--- src/core/urxe_params.svh ---
// Purpose: constants for the receiver status, error and wakeup block
// Assumes: 10 MHz module clock, oversample tick supplied at 16x baud
// Notes:   all counts and sample positions as macros
`ifndef URXE_PARAMS_SVH
`define URXE_PARAMS_SVH
`define URXE_TICKS_PER_BIT   5'd16
`define URXE_START_S1        4'd3
`define URXE_START_S2        4'd5
`define URXE_START_S3        4'd7
`define URXE_BIT_S1          4'd8
`define URXE_BIT_S2          4'd9
`define URXE_BIT_S3          4'd10
`define URXE_LAST_TICK       4'd15
`define URXE_BITS_8          4'd9
`define URXE_BITS_9          4'd10
`define URXE_IDLE_8          4'd10
`define URXE_IDLE_9          4'd11
`define URXE_DATA_RESET      9'h000
`endif

--- src/core/urxe_pkg.sv ---
// Purpose: types for the receiver status, error and wakeup block
// Assumes: included params header holds the numbers
// Notes:   flags and enables travel as packed structs
package urxe_pkg;
    // receiver state
    typedef enum logic [1:0] {
        URXE_IDLE,
        URXE_START,
        URXE_DATA,
        URXE_STOP
    } urxe_state_t;
    // status flags seen by software
    typedef struct packed {
        logic rx_full;
        logic quiet;
        logic overrun;
        logic noise;
        logic frame;
        logic par_fault;
    } urxe_flags_t;
    // interrupt enables
    typedef struct packed {
        logic rx_full;
        logic quiet;
        logic overrun;
        logic noise;
        logic frame;
        logic par_fault;
    } urxe_irq_en_t;
endpackage

--- src/core/urxe_vote.sv ---
// Purpose: three-sample majority and noise vote
// Assumes: samples taken by the caller at the vote positions
// Notes:   purely combinational
`timescale 1ns/10ps
`default_nettype none
module urxe_vote (
    // the three samples
    input  wire logic [2:0] samples,
    // majority value and disagreement
    output logic            value,
    output logic            noisy
);
    // majority decides, any disagreement is noise
    always_comb begin
        value = (samples[0] & samples[1]) | (samples[0] & samples[2]) | (samples[1] & samples[2]);
        noisy = !(samples == 3'h0 || samples == 3'h7);
    end
endmodule
`default_nettype wire

--- src/core/urxe_core.sv ---
// Purpose: serial receiver with status flags, errors, standby and wakeup
// Assumes: oversample_tick pulses one cycle at 16x baud; serial_in_line async
// Notes:   stop_mode freezes flags and buffer, returns state to idle, drops a character in flight
`timescale 1ns/10ps
`default_nettype none
`include "urxe_params.svh"
// Operation
// - stop not one sets frame error
// - break character sets frame error
// - frame error set with rx full
// - stop voted on samples eight to ten
// - tick phase resyncs on falling edges in idle and data
// - stop sampled tick ten after data
// - standby masks all receiver interrupts
// - address mark clears standby
// - waking address char sets rx full
// - idle wake sets neither quiet nor full
// - quiet count starts after start or stop
// - standby on idle line wakes again
// - full buffer sets rx full, irq gated
// - quiet after ten or eleven ones
// - overrun keeps old char, drops new
// - noise flag from any bit
// - frame irq gated by enable
// - parity mismatch sets parity fault
// - runs in wait, irq wakes
// - stop mode halts, drops char in flight
// - debug break protects flags from clears
// - tick runs at sixteen times baud
// - char length selects eight or nine bits
module urxe_core
    import urxe_pkg::*;
(
    // clock, reset, clock enable
    input  wire logic         clk,
    input  wire logic         rst,
    input  wire logic         clk_en,
    // link side
    input  wire logic         serial_in_line,
    input  wire logic         oversample_tick,
    // configuration
    input  wire logic         char_length_select,
    input  wire logic         parity_enable,
    input  wire logic         parity_odd,
    input  wire logic         standby_exit_select,
    input  wire logic         quiet_count_origin,
    input  wire logic         rx_enable,
    input  wire urxe_irq_en_t irq_en,
    // standby control from software
    input  wire logic         standby_set,
    // flag clears and buffer read from software
    input  wire urxe_flags_t  flag_clear,
    input  wire logic         data_read,
    // power and debug
    input  wire logic         wait_mode,
    input  wire logic         stop_mode,
    input  wire logic         debug_break,
    input  wire logic         break_clear_allow,
    // status outputs
    output urxe_flags_t       flags,
    output logic [8:0]        rx_data_buffer,
    output logic              rx_standby_bit,
    output logic              rx_irq,
    output logic              err_irq,
    output logic              wake_request
);
    logic [2:0]  sync_q;                 // pin synchroniser chain
    logic        line_q;                 // filtered line level
    logic        line_prev_q;            // level one tick ago
    urxe_state_t state_q;                // receiver state
    logic [3:0]  phase_q;                // tick phase within a bit
    logic [3:0]  bit_q;                  // data bits received
    logic [2:0]  smp_q;                  // vote samples
    logic [8:0]  shift_q;                // receive shift register
    logic        noise_acc_q;            // noise seen this character
    logic [3:0]  ones_q;                 // consecutive ones toward idle
    logic        quiet_armed_q;          // idle counting allowed
    logic        quiet_done_q;           // idle already reported
    urxe_flags_t flags_q;                // flag registers
    logic [8:0]  data_q;                 // receive buffer
    logic        standby_q;              // standby bit
    logic        run;                    // advance this cycle
    logic        tick;                   // run and oversample tick
    logic        vote_val;               // majority result
    logic        vote_noisy;             // sample disagreement
    logic [3:0]  data_bits;              // data bits per character plus one
    logic [3:0]  idle_len;               // ones for idle
    logic        stop_done;              // stop bit judged now
    logic        idle_hit;               // idle character detected
    logic        clr_ok;                 // clears permitted now
    logic        par_bad;                // parity mismatch
    logic        mark_bit;               // most significant data bit
    logic        fe_set;                 // frame error this char
    logic [2:0]  vote_in;                // samples fed to the voter
    logic        ne_set;                 // noise this char

    // stop mode halts all but the synchroniser and sends the receiver to idle, clock enable freezes
    assign run  = clk_en && !stop_mode;
    // tick runs at sixteen times baud, supplied from outside
    assign tick = run && oversample_tick;
    // length selects bits and idle length
    assign data_bits = char_length_select ? `URXE_BITS_9 : `URXE_BITS_8;
    assign idle_len  = char_length_select ? `URXE_IDLE_9 : `URXE_IDLE_8;
    // debug break blocks clears unless allowed
    assign clr_ok = !debug_break || break_clear_allow;

    // majority voter for start, data and stop bits
    // on the stop tick the third sample is the pin itself
    assign vote_in = stop_done ? {line_q, smp_q[1:0]} : smp_q;
    urxe_vote u_vote (
        .samples (vote_in),
        .value   (vote_val),
        .noisy   (vote_noisy)
    );

    // three-flop synchroniser, change taken when last two agree
    always_ff @(posedge clk) begin
        if (rst) begin
            sync_q <= 3'h7;
            line_q <= 1'b1;
        end else if (clk_en) begin
            sync_q <= {sync_q[1:0], serial_in_line};
            if (sync_q[1] == sync_q[2]) begin
                line_q <= sync_q[2];
            end
        end
    end

    // stop bit moment and character results
    assign stop_done = state_q == URXE_STOP && tick && phase_q == `URXE_BIT_S3;
    // both lengths hold the last data bit in the top position here
    assign mark_bit  = shift_q[8];
    assign par_bad   = parity_enable
                       && ((char_length_select ? ^shift_q[8:0] : ^shift_q[8:1]) != parity_odd);
    // stop not one sets frame error
    // break has no stop bit, same path
    // more than one bad sample means frame error
    assign fe_set = !vote_val;
    assign ne_set = noise_acc_q || vote_noisy;

    // receiver sequencing and sampling
    always_ff @(posedge clk) begin
        if (rst) begin
            state_q     <= URXE_IDLE;
            phase_q     <= 4'h0;
            bit_q       <= 4'h0;
            smp_q       <= 3'h7;
            shift_q     <= `URXE_DATA_RESET;
            noise_acc_q <= 1'b0;
            line_prev_q <= 1'b1;
        end else if (clk_en && stop_mode) begin
            state_q <= URXE_IDLE;
        end else if (tick) begin
            line_prev_q <= line_q;
            phase_q     <= phase_q + 4'h1;
            if (phase_q == `URXE_START_S1 || phase_q == `URXE_BIT_S1) begin
                smp_q[0] <= line_q;
            end
            if (phase_q == `URXE_START_S2 || phase_q == `URXE_BIT_S2) begin
                smp_q[1] <= line_q;
            end
            if (phase_q == `URXE_START_S3 || phase_q == `URXE_BIT_S3) begin
                smp_q[2] <= line_q;
            end
            case (state_q)
                URXE_IDLE: begin
                    // phase runs free so idle bit times can be counted
                    if (rx_enable && line_prev_q && !line_q) begin
                        phase_q     <= 4'h1;
                        state_q     <= URXE_START;
                        noise_acc_q <= 1'b0;
                        bit_q       <= 4'h0;
                    end
                end
                URXE_START: begin
                    if (phase_q == `URXE_START_S3 + 4'h1) begin
                        if (vote_val) begin
                            state_q <= URXE_IDLE;
                        end else if (vote_noisy) begin
                            noise_acc_q <= 1'b1;
                        end
                    end
                    if (phase_q == `URXE_LAST_TICK) begin
                        state_q <= URXE_DATA;
                    end
                end
                URXE_DATA: begin
                    // resync phase on falling edge within char
                    if (line_prev_q && !line_q && phase_q > `URXE_BIT_S3) begin
                        phase_q <= 4'h1;
                    end
                    if (phase_q == `URXE_BIT_S3 + 4'h1) begin
                        shift_q     <= {vote_val, shift_q[8:1]};
                        noise_acc_q <= noise_acc_q | vote_noisy;
                        bit_q       <= bit_q + 4'h1;
                    end
                    if (phase_q == `URXE_LAST_TICK && bit_q == data_bits - 4'h1) begin
                        state_q <= URXE_STOP;
                    end
                end
                URXE_STOP: begin
                    // stop judged at tick ten of the stop bit
                    if (phase_q == `URXE_BIT_S3) begin
                        state_q <= URXE_IDLE;
                        if (!char_length_select) begin
                            shift_q <= {1'b0, shift_q[8:1]};
                        end
                    end
                end
                default: state_q <= URXE_IDLE;
            endcase
        end
    end

    // vote at stop uses sample three taken this same tick
    // so the voter sees the pin directly on the stop tick
    // idle counting of consecutive ones
    always_ff @(posedge clk) begin
        if (rst) begin
            ones_q        <= 4'h0;
            quiet_armed_q <= 1'b0;
            quiet_done_q  <= 1'b0;
        end else if (tick && phase_q == `URXE_LAST_TICK) begin
            // count origin after start or after stop
            if (state_q == URXE_START && !quiet_count_origin) begin
                quiet_armed_q <= 1'b1;
            end
            if (!line_q) begin
                ones_q       <= 4'h0;
                quiet_done_q <= 1'b0;
                quiet_armed_q <= !quiet_count_origin
                                 && (quiet_armed_q || state_q == URXE_START);
            end else if (quiet_armed_q && ones_q != idle_len) begin
                ones_q <= ones_q + 4'h1;
                if (idle_hit) begin
                    quiet_done_q <= 1'b1;
                end
            end
        end else if (stop_done && quiet_count_origin) begin
            quiet_armed_q <= 1'b1;
            ones_q        <= 4'h0;
        end
    end
    // idle after ten or eleven ones
    assign idle_hit = tick && phase_q == `URXE_LAST_TICK && line_q && quiet_armed_q
                      && ones_q == idle_len - 4'h1 && !quiet_done_q;

    // standby bit: software sets, wakeup clears
    always_ff @(posedge clk) begin
        if (rst) begin
            standby_q <= 1'b0;
        end else if (run) begin
            if (stop_done && standby_q && standby_exit_select && mark_bit) begin
                standby_q <= 1'b0;
            end else if (standby_q && !standby_exit_select
                         && (idle_hit || (line_q && quiet_done_q))) begin
                standby_q <= 1'b0;
            end else if (standby_set) begin
                // host sets standby again on mismatch
                standby_q <= 1'b1;
            end
        end
    end

    // status flags and receive buffer
    always_ff @(posedge clk) begin
        if (rst) begin
            flags_q <= '0;
            data_q  <= `URXE_DATA_RESET;
        end else if (run) begin
            if (clr_ok) begin
                flags_q <= flags_q & ~flag_clear;
                if (data_read) begin
                    flags_q.rx_full <= 1'b0;
                end
            end
            // idle wake does not raise quiet
            if (idle_hit && !(standby_q && !standby_exit_select)) begin
                flags_q.quiet <= 1'b1;
            end
            if (stop_done && !(standby_q && !(standby_exit_select && mark_bit))) begin
                if (flags_q.rx_full && !(clr_ok && data_read)) begin
                    flags_q.overrun <= 1'b1;
                end else begin
                    // character moves to buffer, full set
                    data_q          <= char_length_select ? shift_q
                                       : {1'b0, shift_q[8:1]};
                    flags_q.rx_full <= 1'b1;
                    // frame error set with rx full
                    flags_q.frame   <= fe_set;
                    // noise from start, data or stop
                    flags_q.noise   <= ne_set;
                    flags_q.par_fault <= par_bad;
                end
            end
        end
    end

    // outputs
    assign flags          = flags_q;
    assign rx_data_buffer = data_q;
    assign rx_standby_bit = standby_q;
    // frame irq gated by its enable
    assign rx_irq  = !standby_q && ((flags_q.rx_full && irq_en.rx_full)
                                    || (flags_q.quiet && irq_en.quiet));
    assign err_irq = !standby_q && |(flags_q[3:0] & irq_en[3:0]);
    // any enabled request ends wait mode
    assign wake_request = wait_mode && (rx_irq || err_irq);

    // frame error appears only with rx full
    frame_with_full_a: assert property (@(posedge clk) disable iff (rst)
        $rose(flags_q.frame) |-> $rose(flags_q.rx_full))
        else $error("frame error rose without rx full");
    standby_mask_a: assert property (@(posedge clk) disable iff (rst)
        standby_q |-> !rx_irq && !err_irq)
        else $error("interrupt during standby");
    overrun_keep_a: assert property (@(posedge clk) disable iff (rst)
        $rose(flags_q.overrun) |-> $stable(data_q))
        else $error("buffer changed on overrun");
    // flags not cleared in protected break
    break_protect_a: assert property (@(posedge clk) disable iff (rst)
        debug_break && !break_clear_allow && run && !stop_done && !idle_hit
        |=> flags_q == $past(flags_q))
        else $error("flag changed during protected break");
    stop_freeze_a: assert property (@(posedge clk) disable iff (rst)
        stop_mode |=> $stable(flags_q) && $stable(data_q))
        else $error("state moved in stop mode");
    // full set only on character completion
    full_cause_a: assert property (@(posedge clk) disable iff (rst)
        $rose(flags_q.rx_full) |-> $past(stop_done))
        else $error("rx full without character");
    frame_irq_a: assert property (@(posedge clk) disable iff (rst)
        flags_q.frame && irq_en.frame && !standby_q |-> err_irq)
        else $error("frame irq missing");
    wait_wake_a: assert property (@(posedge clk) disable iff (rst)
        wait_mode && rx_irq |-> wake_request)
        else $error("wait not ended");
endmodule
`default_nettype wire

--- config.mk ---
export PLATFORM = sky130hd
export DESIGN_NAME = urxe_core
export DESIGN_NICKNAME = d
export VERILOG_FILES = /design/src/core/urxe_pkg.sv /design/src/core/urxe_vote.sv /design/src/core/urxe_core.sv
export VERILOG_INCLUDE_DIRS = /design/src /design/src/core
export SDC_FILE = /design/constraint.sdc
export NUM_CORES = 1
export LEC_CHECK = 0
export BUFFER_PORTS_ARGS = -buffer_cell sky130_fd_sc_hd__buf_2
export CORE_MARGIN = 10
export CORE_UTILIZATION = 50
export DETAILED_ROUTE_END_ITERATION = 12
export HOLD_SLACK_MARGIN = 0.06
export PLACE_DENSITY = 0.76
export SLEW_MARGIN = 15
export SYNTH_ARGS = -nofsm -noshare
export SYNTH_HDL_FRONTEND = slang
export SYNTH_HIERARCHICAL = 1
export SYNTH_SLANG_ARGS = --single-unit
--- constraint.sdc ---
create_clock -name clk -period 3.48 [get_ports clk]
set_input_delay 0.348 -clock clk [delete_from_list [all_inputs] [get_ports clk]]
set_output_delay 0.348 -clock clk [all_outputs]
set_load 0.005 [all_outputs]
-- Yosys cells after proc, flatten, opt, wreduce, memory -nomap -nowiden
Cells that the tools add are included.
- eq/ne operators: 30
- reduce and logical (&&, ||, !) cells: 87
- bitwise logic cells: 11
- add/subtract/negate cells: 5
- order comparisons: 1
- muxes and demuxes: 49
- operators with widths (kind ; number):
    $logic_and 1x1->1 ; 37
    $mux 4 ; 9
    $mux 9 ; 3
    $mux 1 ; 22
    $eq 4x4->1 const B ; 5
    $pmux 9 s2 ; 1
    $pmux 4 s2 ; 2
    $reduce_and 3->1 ; 5
    $mux 2 ; 7
    $logic_not 1->1 ; 13
    $add 4x1->4 const B ; 3
    $ne 2x2->1 const B ; 6
    $reduce_and 2->1 ; 6
    $logic_or 1x1->1 ; 10
    $reduce_and 5->1 ; 2
    $reduce_xor 9->1 ; 1
    $eq 4x3->1 const B ; 2
    $eq 4x4->1 ; 2
    $pmux 2 s4 ; 1
    $reduce_and 8->1 ; 1
    $reduce_bool 2->1 ; 4
    $reduce_xor 8->1 ; 1
    $sub 4x1->4 const B ; 2
    $and 6x6->6 ; 1
    other kinds (25) ; 37
- output and inout port bits: 19
- bits of input ports: 29
- flip-flop bits (word level): 50

-- Logic depth before layout (Yosys ltp)
Gate-level depths: netlist of run 1.
- depth after elaboration: 13
- gate-level depth with buffers: 12
- gate-level depth less buffers: 12

-- Modules after synthesis
Netlist of run 1, hierarchy kept.
- modules (own cells, without submodules) (module ; area each (sq um) ; cells an instance ; instances):
    urxe_core ; 2811.4 ; 312 ; 1
    urxe_vote ; 26.3 ; 4 ; 1

-- Worst setup path after synthesis of run 1
OpenSTA, ideal clock, no wires.
- path type: reg-to-reg
- start point: register phase_q[0]
- end point: register noise_acc_q
- period minus slack after synthesis: 2.406 ns
- arrival: 2.279 ns
- path slack: 1.074 ns
- stages on the path, launching flop included: 12
- required time: 3.352 ns
- cells stage by stage: dfxtp_1 -> inv_1 -> ha_1 -> and4b_2 -> nand2_2 -> mux2_2 -> maj3_2 -> nand2b_1 -> o21ai_0 -> nand4b_1 -> mux2i_1 -> nor2_1
- RTL lines (what ; RTL line ; text):
    from (decl) ; urxe_core.sv:71 ; logic [3:0] phase_q;
    from (signal assigned) ; urxe_core.sv:155 ; phase_q <= phase_q + 4'h1;
    $eq 4x4->1 (no line) * ; -- ;
    $logic_and 1x1->1 (no line) * ; -- ;
    $mux 3 * ; urxe_core.sv:109 ; assign vote_in = stop_done ? {line_q, smp_q[1:0]} : smp_q;
    net vote_in[2] ; urxe_core.sv:94 ; logic [2:0] vote_in;
    $and 1x1->1 ; urxe_vote.sv:15 ; value = (samples[0] & samples[1]) | (samples[0] & samples[2]) | (samples[1] & samples[2]);
    $or 1x1->1 ; urxe_vote.sv:15 ;
    $or 1x1->1 * ; urxe_vote.sv:15 ;
    net vote_val ; urxe_core.sv:84 ; logic vote_val;
    $ne 2x2->1 (no line) * ; -- ;
    $reduce_and 8->1 (no line) * ; -- ;
    to (signal assigned) ; urxe_core.sv:194 ; noise_acc_q <= noise_acc_q | vote_noisy;
    to (decl) ; urxe_core.sv:75 ; logic noise_acc_q;
Mark *: on every way through the listed nets, which the timed path passes. The rest lies on a longest branch. The select of a mux whose other input is x is not followed.
A chain may end at the register's enable or synchronous reset.

-- Worst setup path after layout of run 1
Same ends and word-level chain as after synthesis.

==> summary.txt, run 1 <==
Place
  – Placed Cells: approximately 420
  – GP Congestion: 0.812
  – Dpl ws: between 0.8 and 0.9 ns
  – Placed cell area: roughly 0.003 mm2
  – Final HPWL DP: between 4000 and 5000 um
  – PortBufs: 47

Critical path
  – Worst-path fanout max: 6
  – Register-to-register setup slack: ~0.85 ns
  – Startpoint Class: register
  – CP cell instances: inv_1, ha_1, and4b_2, nand2_2, mux2_2, maj3_2, nand2b_1, o21ai_0, nand4b_1, mux2i_1, nor2_1
  – Reg-to-reg critical path startpoint: phase_q[0]
  – CP Data Required Time: between 3 and 4 ns
  – Crit path kind: reg2reg
  – FF-to-FF path depth: 11
  – Buffers & Inverters on Critical Path: 1
  – Critical path's largest stage delay: between 0.4 and 0.5 ns
  – Worst Path Arrival: about 2.8 ns
  – Top cell family by delay on the critical path: simple AND/OR/NAND/NOR gates
  – RR Endpoint: noise_acc_q
  – Critical Path Sink Type: register
  – Critical path's slowest cell: dfxtp_1

Timing
  – Final worst-path setup slack: approximately 0.85 ns
  – Clk_skew: ~0.003 ns
  – Min Clock Period, post-route: about 2.6 ns
  – Hold_ws: roughly 0.26 ns
  – Final Max Tran Viols: 0
  – Setup violators final: 0
  – Final hold vios: 0
  – Crit share post-route: 0.756
  – Maximum clock frequency: between 300 and 400 MHz
  – Worst Tran Pin Value: 0.862 ns
  – RSZ-0062 raised after global routing: no
  – Max_slew headroom: 0.426
  – Sum Neg Setup Slack: 0 ns

Worst hold path
  – Worst hold path class: in2reg
  – Hold Path End: sync_q[0]
  – Hold path startpoint: serial_in_line
  – Hold depth: 2

Logic synthesis
  – Post-synth top cells: dfxtp_1, nor2_1, nand2_1
  – Synth area leader: dfxtp_1
  – Post-Syn Area: approximately 0.0028 mm2
  – #FFs+latches synth: 50
  – Ys async rst share: 0
  – Unique masters post-synth: 64
  – Post-synth EDFFs: 0
  – Gate count of the mapped netlist: ~320
  – Count leader, synth: dfxtp_1
  – Sequential share of the synthesized area: 0.353
  – Post-synth top flop: dfxtp_1
  – Mean Syn Cell Area: between 8 and 9 um2
  – Syn nets: between 300 and 400
  – Yosys top cell area share: 0.353
  – YS warnings: 6
  – Top cells by area, synth: dfxtp_1, mux2i_1, nor2_1

Routing
  – Routed length per instance: 14.6 um
  – DR vias: about 2,300
  – Initial DRC Count: between 100 and 150
  – Routed Wire Length: 6220 um
  – DRC viols: 0
  – DRT antenna net count: 0
  – Initial DRT Pass Iterations: 4
  – Via density: roughly 5.4

Global routing
  – Initial antenna violation count: 0
  – Vias in the first global route: approximately 2,300
  – First-pass GRT wire length: between 10,000 and 15,000 um
  – Gr ovfl total: 0
  – Largest net degree at the start of global routing: 45
  – Tot GR Track Use: 0.141

Die
  – Height of the die: 95.3 um
  – # rows: 27
  – Initial Utilization: 0.515
  – Area of the die: just over 0.009 mm2
  – Boundary pin count: 48
  – Chip width: between 90 and 100 um
  – Core ar.: ~0.0055 mm2

Outcome
  – Status: completed

Clocking
  – Reg clk slew, reported paths: ~0.090 ns
  – Cts hold-fix bufs: 0
  – Clk Latency, worst-skew pair: about 0.30 ns
  – CTS tree: yes
  – TritonCTS Buffers: 5
  – CTS sink cnt: 50
  – Cts repair resizes: 0
  – Root buf cell: clkbuf_8
  – # Post-CTS Setup Buffers: 0
  – Deepest clock path buffer count: 2
  – CTS H-tree depth: 2

Final layout
  – Fillers: ~490
  – Nets: approximately 390
  – P&R area growth vs syn: 11.5%
  – Layout cells sized above 1: 0.223
  – Antenna cells: 0
  – Post-route cell area: roughly 0.0032 mm2
  – Layout Cells excl Fill: 427

Flow run
  – Max Cap Violations: 0

Pwr
  – Worst vdd rail ir drop: 0.000230 V
  – Pwr dens: between 300 and 400 mW/mm2
  – Pleak: between 1 and 1.5 nW
## where the power goes
part	internal (mW)	leakage [nW]	switching (mW)	total (mW)
Clock	0.161	0.0482	0.180	0.341
Combinational	0.0300	0.862	0.0386	0.0687
Sequential	0.577	0.404	0.00533	0.582
## sequential cells by signal, indices dropped and copies added, names as in the netlist, named ones only
register / count
shift_q: 9
rx_data_buffer: 9
ones_q: 4
line_prev_q: 1
sync_q: 3
rx_standby_bit: 1
smp_q: 3
phase_q: 4
bit_q: 4
noise_acc_q: 1
quiet_armed_q: 1
line_q: 1
quiet_done_q: 1
state_q: 1
flags: 6
## layer usage
layer  up-vias  share of wire  track usage
li1       1195              -            -
met3         5          0.056       0.0338
met4         0         0.0068       0.0399
met5         -              0            0
met2        53           0.49        0.239
met1      1070           0.45        0.173
## final cells by class
class	count	area (um2)	share of cell area
Timing Repair Buffer	48	243	0.0767
Multi-Input combinational cell	240	1700	0.539
Tap cell	72	90.1	0.0285
Clock inverter	1	5.00	0.00158
Sequential cell	50	1000	0.316
Inverter	9	33.8	0.0107
Clock buffer	7	86.3	0.0273
## cells by family (layout without fill, tap and decap cells)
logic type / count (synthesis) / in the layout / synth area share
simple gates: 121 / 121 / 0.232
xor+xnor: 15 / 15 / 0.0586
flops: 50 / 50 / 0.353
fa+ha+maj: 11 / 11 / 0.0481
buf+inv: 26 / 65 / 0.0467
compound gates: 72 / 72 / 0.187
mux: 21 / 21 / 0.0745
## worst max-delay path by stage
stage | startpoint | to | slack (ns) | cells past startpoint
finish | phase_q[0] | noise_acc_q | 0.85 | 11
global route | phase_q[0] | noise_acc_q | 0.56 | 12
CTS | phase_q[0] | noise_acc_q | 0.82 | 11
detailed placement | phase_q[0] | noise_acc_q | 0.85 | 11
global placement | phase_q[0] | noise_acc_q | 0.96 | 11
floorplan | phase_q[0] | noise_acc_q | 1.07 | 11
## placed cells by master, fill, tap and decap left out, drive strengths merged, types with 3 or more instances in the layout
cell / n
inv: 9
xnor2: 7
o21ai: 13
o21a: 3
ha: 10
nor3: 6
nand2b: 9
mux2i: 20
nand2: 24
nand4: 4
nand3: 7
a21oi: 20
nor2b: 7
nor2: 37
a21boi: 4
clkbuf: 7
nand3b: 9
buf: 48
xor2: 6
a211oi: 10
a22oi: 4
dfxtp: 50
## metrics by stage
stage / util / power [mW]
final: 0.574 / 0.992
after global routing: 0.574 / 1.04
after CTS: 0.574 / 1.01
after detailed placement: 0.558 / 0.664
after global placement: 0.558 / 0.663
after floorplan: - / 0.637
Power figures use the tool's default switching activity.
==> run 2: changes to the inputs <==
--- a/config.mk
+++ b/config.mk
@@ -11,7 +11,7 @@
 export CORE_UTILIZATION = 50
 export DETAILED_ROUTE_END_ITERATION = 12
 export HOLD_SLACK_MARGIN = 0.06
-export PLACE_DENSITY = 0.76
+export PLACE_DENSITY = 0.79
 export SLEW_MARGIN = 15
 export SYNTH_ARGS = -nofsm -noshare
 export SYNTH_HDL_FRONTEND = slang
==> constraint.sdc (replaced) <==
create_clock -name clk -period 2.35 [get_ports clk]
set_input_delay 0.235 -clock clk [delete_from_list [all_inputs] [get_ports clk]]
set_output_delay 0.235 -clock clk [all_outputs]
set_load 0.005 [all_outputs]
==> run 2 against run 1 <==
  * Non-clock buffer count increased by 18
  * Sequential share of layout area decreased by 1.9 points
  * First-iteration DRC count decreased by 16%
  * Sequential power increased by 48%
  * Largest cell class unchanged
==> summary.txt, run 2 (synthesis results as in run 1) <==
Outcome
  – Status: completed

Die
  – Initial Utilization: 0.515 (unchanged)
  – Chip width: 95.3 um (unchanged)
  – Boundary pin count: 48 (unchanged)
  – Area of the die: 0.00909 mm2 (unchanged)
  – Core ar.: 0.00551 mm2 (unchanged)
  – # rows: 27 (unchanged)
  – Height of the die: 95.3 um (unchanged)

Critical path
  – Top cell family by delay on the critical path: simple AND/OR/NAND/NOR gates
  – Startpoint Class: register
  – CP Data Required Time: 2.54 ns (-1.10 ns)
  – Critical Path Sink Type: register
  – Crit path kind: reg2reg
  – Critical path's largest stage delay: 0.35 ns (-0.07 ns)
  – Worst-path fanout max: 4 (-2)
  – FF-to-FF path depth: 11 (unchanged)
  – Worst Path Arrival: 2.46 ns (-0.33 ns)
  – CP cell instances: inv_2, ha_4, and4b_2, nand2_2, mux2_4, maj3_2, nand2b_4, o21ai_2, nand4b_1, mux2i_1, nor2_1
  – Critical path's slowest cell: maj3_2
  – Buffers & Inverters on Critical Path: 1 (unchanged)
  – WP depth: 11 (unchanged)

Clocking
  – Reg clk slew, reported paths: 0.10 ns (about the same)
  – CTS sink cnt: 50 (unchanged)
  – TritonCTS Buffers: 5 (unchanged)
  – CTS H-tree depth: 2 (unchanged)
  – Cts hold-fix bufs: 0 (unchanged)
  – Clk Latency, worst-skew pair: 0.31 ns (about the same)
  – Deepest clock path buffer count: 2 (unchanged)
  – CTS tree: yes
  – Root buf cell: clkbuf_8

Pwr
  – Power after layout: 1.61 mW (+62%)
  – Portion of total power attributed to the clock network: 0.394 (+0.050)
  – Worst vdd rail ir drop: 0.000275 V (+20%)
  – Sequential share of power: 0.536 (-0.051)
  – Pwr dens: 475 mW/mm2 (+52%)
  – Sw frac: 0.234 (+0.00815)
  – Pleak: 1.43 nW (+9.2%)
  – Net switching power: 0.376 mW (+68%)
  – Logic pwr share: 0.069 (about the same)
  – Int Pwr: 1.23 mW (+60%)

Timing
  – Final Max Tran Viols: 0 (unchanged)
  – Final worst-path setup slack: 0.0743 ns (-0.776 ns)
  – Maximum clock frequency: 439 MHz (+16%)
  – Worst Tran Pin Value: 0.727 ns (-0.135 ns)
  – Max_slew headroom: 0.516 (+0.0900)
  – Setup violators final: 0 (unchanged)
  – Crit share post-route: 0.968 (+0.213)
  – Hold_ws: 0.126 ns (-0.134 ns)
  – Clk_skew: 0.0122 ns (+0.00916 ns)
  – Min Clock Period, post-route: 2.28 ns (-0.354 ns)
  – Final hold vios: 0 (unchanged)
  – RSZ-0062 raised after global routing: yes

Routing
  – Via density: 5.57 (+2.4%)
  – Initial DRC Count: 124 (-16%)
  – Routed Wire Length: 6790 um (+9.0%)
  – DRT antenna net count: 0 (unchanged)
  – DR vias: 2,478 (+6.7%)
  – Routed length per instance: 15.2 um (+4.6%)
  – Initial DRT Pass Iterations: 4 (unchanged)
  – DRC viols: 0 (unchanged)

Global routing
  – GR Util met2: 0.262 (+0.0233)
  – Initial antenna violation count: 0 (unchanged)
  – Met1 Use GR: 0.165 (-0.00814)
  – Gr ovfl total: 0 (unchanged)
  – First-pass GRT wire length: 11,100 um (+4.2%)
  – Tot GR Track Use: 0.147 (+0.00605)
  – Met3 Use GR: 0.0346 (+0.000786)
  – Vias in the first global route: 2,475 (+6.5%)
  – Top Usage Layer GRT: met2
  – Largest net degree at the start of global routing: 40 (-11%)

Final layout
  – P&R area growth vs syn: 19.0%
  – Layout cells sized above 1: 0.292 (+0.0697)
  – Antenna cells: 0 (unchanged)
  – Most common cell after layout, fill and taps aside: buf_2
  – Highest-count cells in the layout ignoring fill and taps: buf_2, dfxtp_1, nor2_1
  – Nets: 411 (+4.6%)
  – Post-route cell area: 0.00338 mm2 (+6.8%)

Worst hold path
  – Hold depth: 2 (unchanged)
  – Worst hold path class: in2reg

Place
  – Final HPWL DP: 5000 um (+6.6%)
  – GP Congestion: 0.894 (+10%)
  – PortBufs: 47 (unchanged)
  – Placed cell area: 0.00319 mm2 (+3.9%)
  – Dpl ws: -0.0112 ns (-0.858 ns)

Flow run
  – Max Cap Violations: 0 (unchanged)
## run 2: cell type report
cell class	instances	area, um2
multi-input cells	240	1740
clock buffers	5	68.8
fillers	478	2130
well taps	72	90.1
flip-flops and latches	50	1010
repair buffers	66	390
clock inverters	3	47.5
inverters	9	33.8
## run 2: final timing paths
path                                     start           to  slack (ns)
worst min-delay path            serial_in_line    sync_q[0]        0.13
worst max register to register      phase_q[0]  noise_acc_q        0.07
worst max-delay path                phase_q[0]  noise_acc_q        0.07
worst min register to register       sync_q[0]    sync_q[1]        0.48
## run 2: stage by stage
stage / utilization / TNS, ns / std cells
3_3_place_gp: 0.579 / 0 / 433
2_1_floorplan: - / 0 / 316
3_5_place_dp: 0.579 / -0.0112 / 433
6_report: 0.613 / 0 / 445
4_1_cts: 0.601 / 0 / 441
5_1_grt: 0.613 / -0.0891 / 445
## run 2: repair_timing
item | CTS | global route
resized for setup | 1 | 12
pin swaps | 0 | 5
buffers inserted | 0 | 4
endpoints found under the setup margin | 1 | 3
## run 2: layer usage
metal	wire length (um)	up-vias
li1	-	1238
met4	107	0
met1	2820	1170
met2	3510	59
met5	0	-
met3	351	11
## run 2: power groups by stage
stage	registers (mW)	logic, mW	clock network, mW
after detailed placement	0.880	0.110	0
after global placement	0.880	0.107	0
after global routing	0.862	0.122	0.676
after floorplan	0.880	0.0632	0
after CTS	0.860	0.110	0.647
final	0.861	0.112	0.633
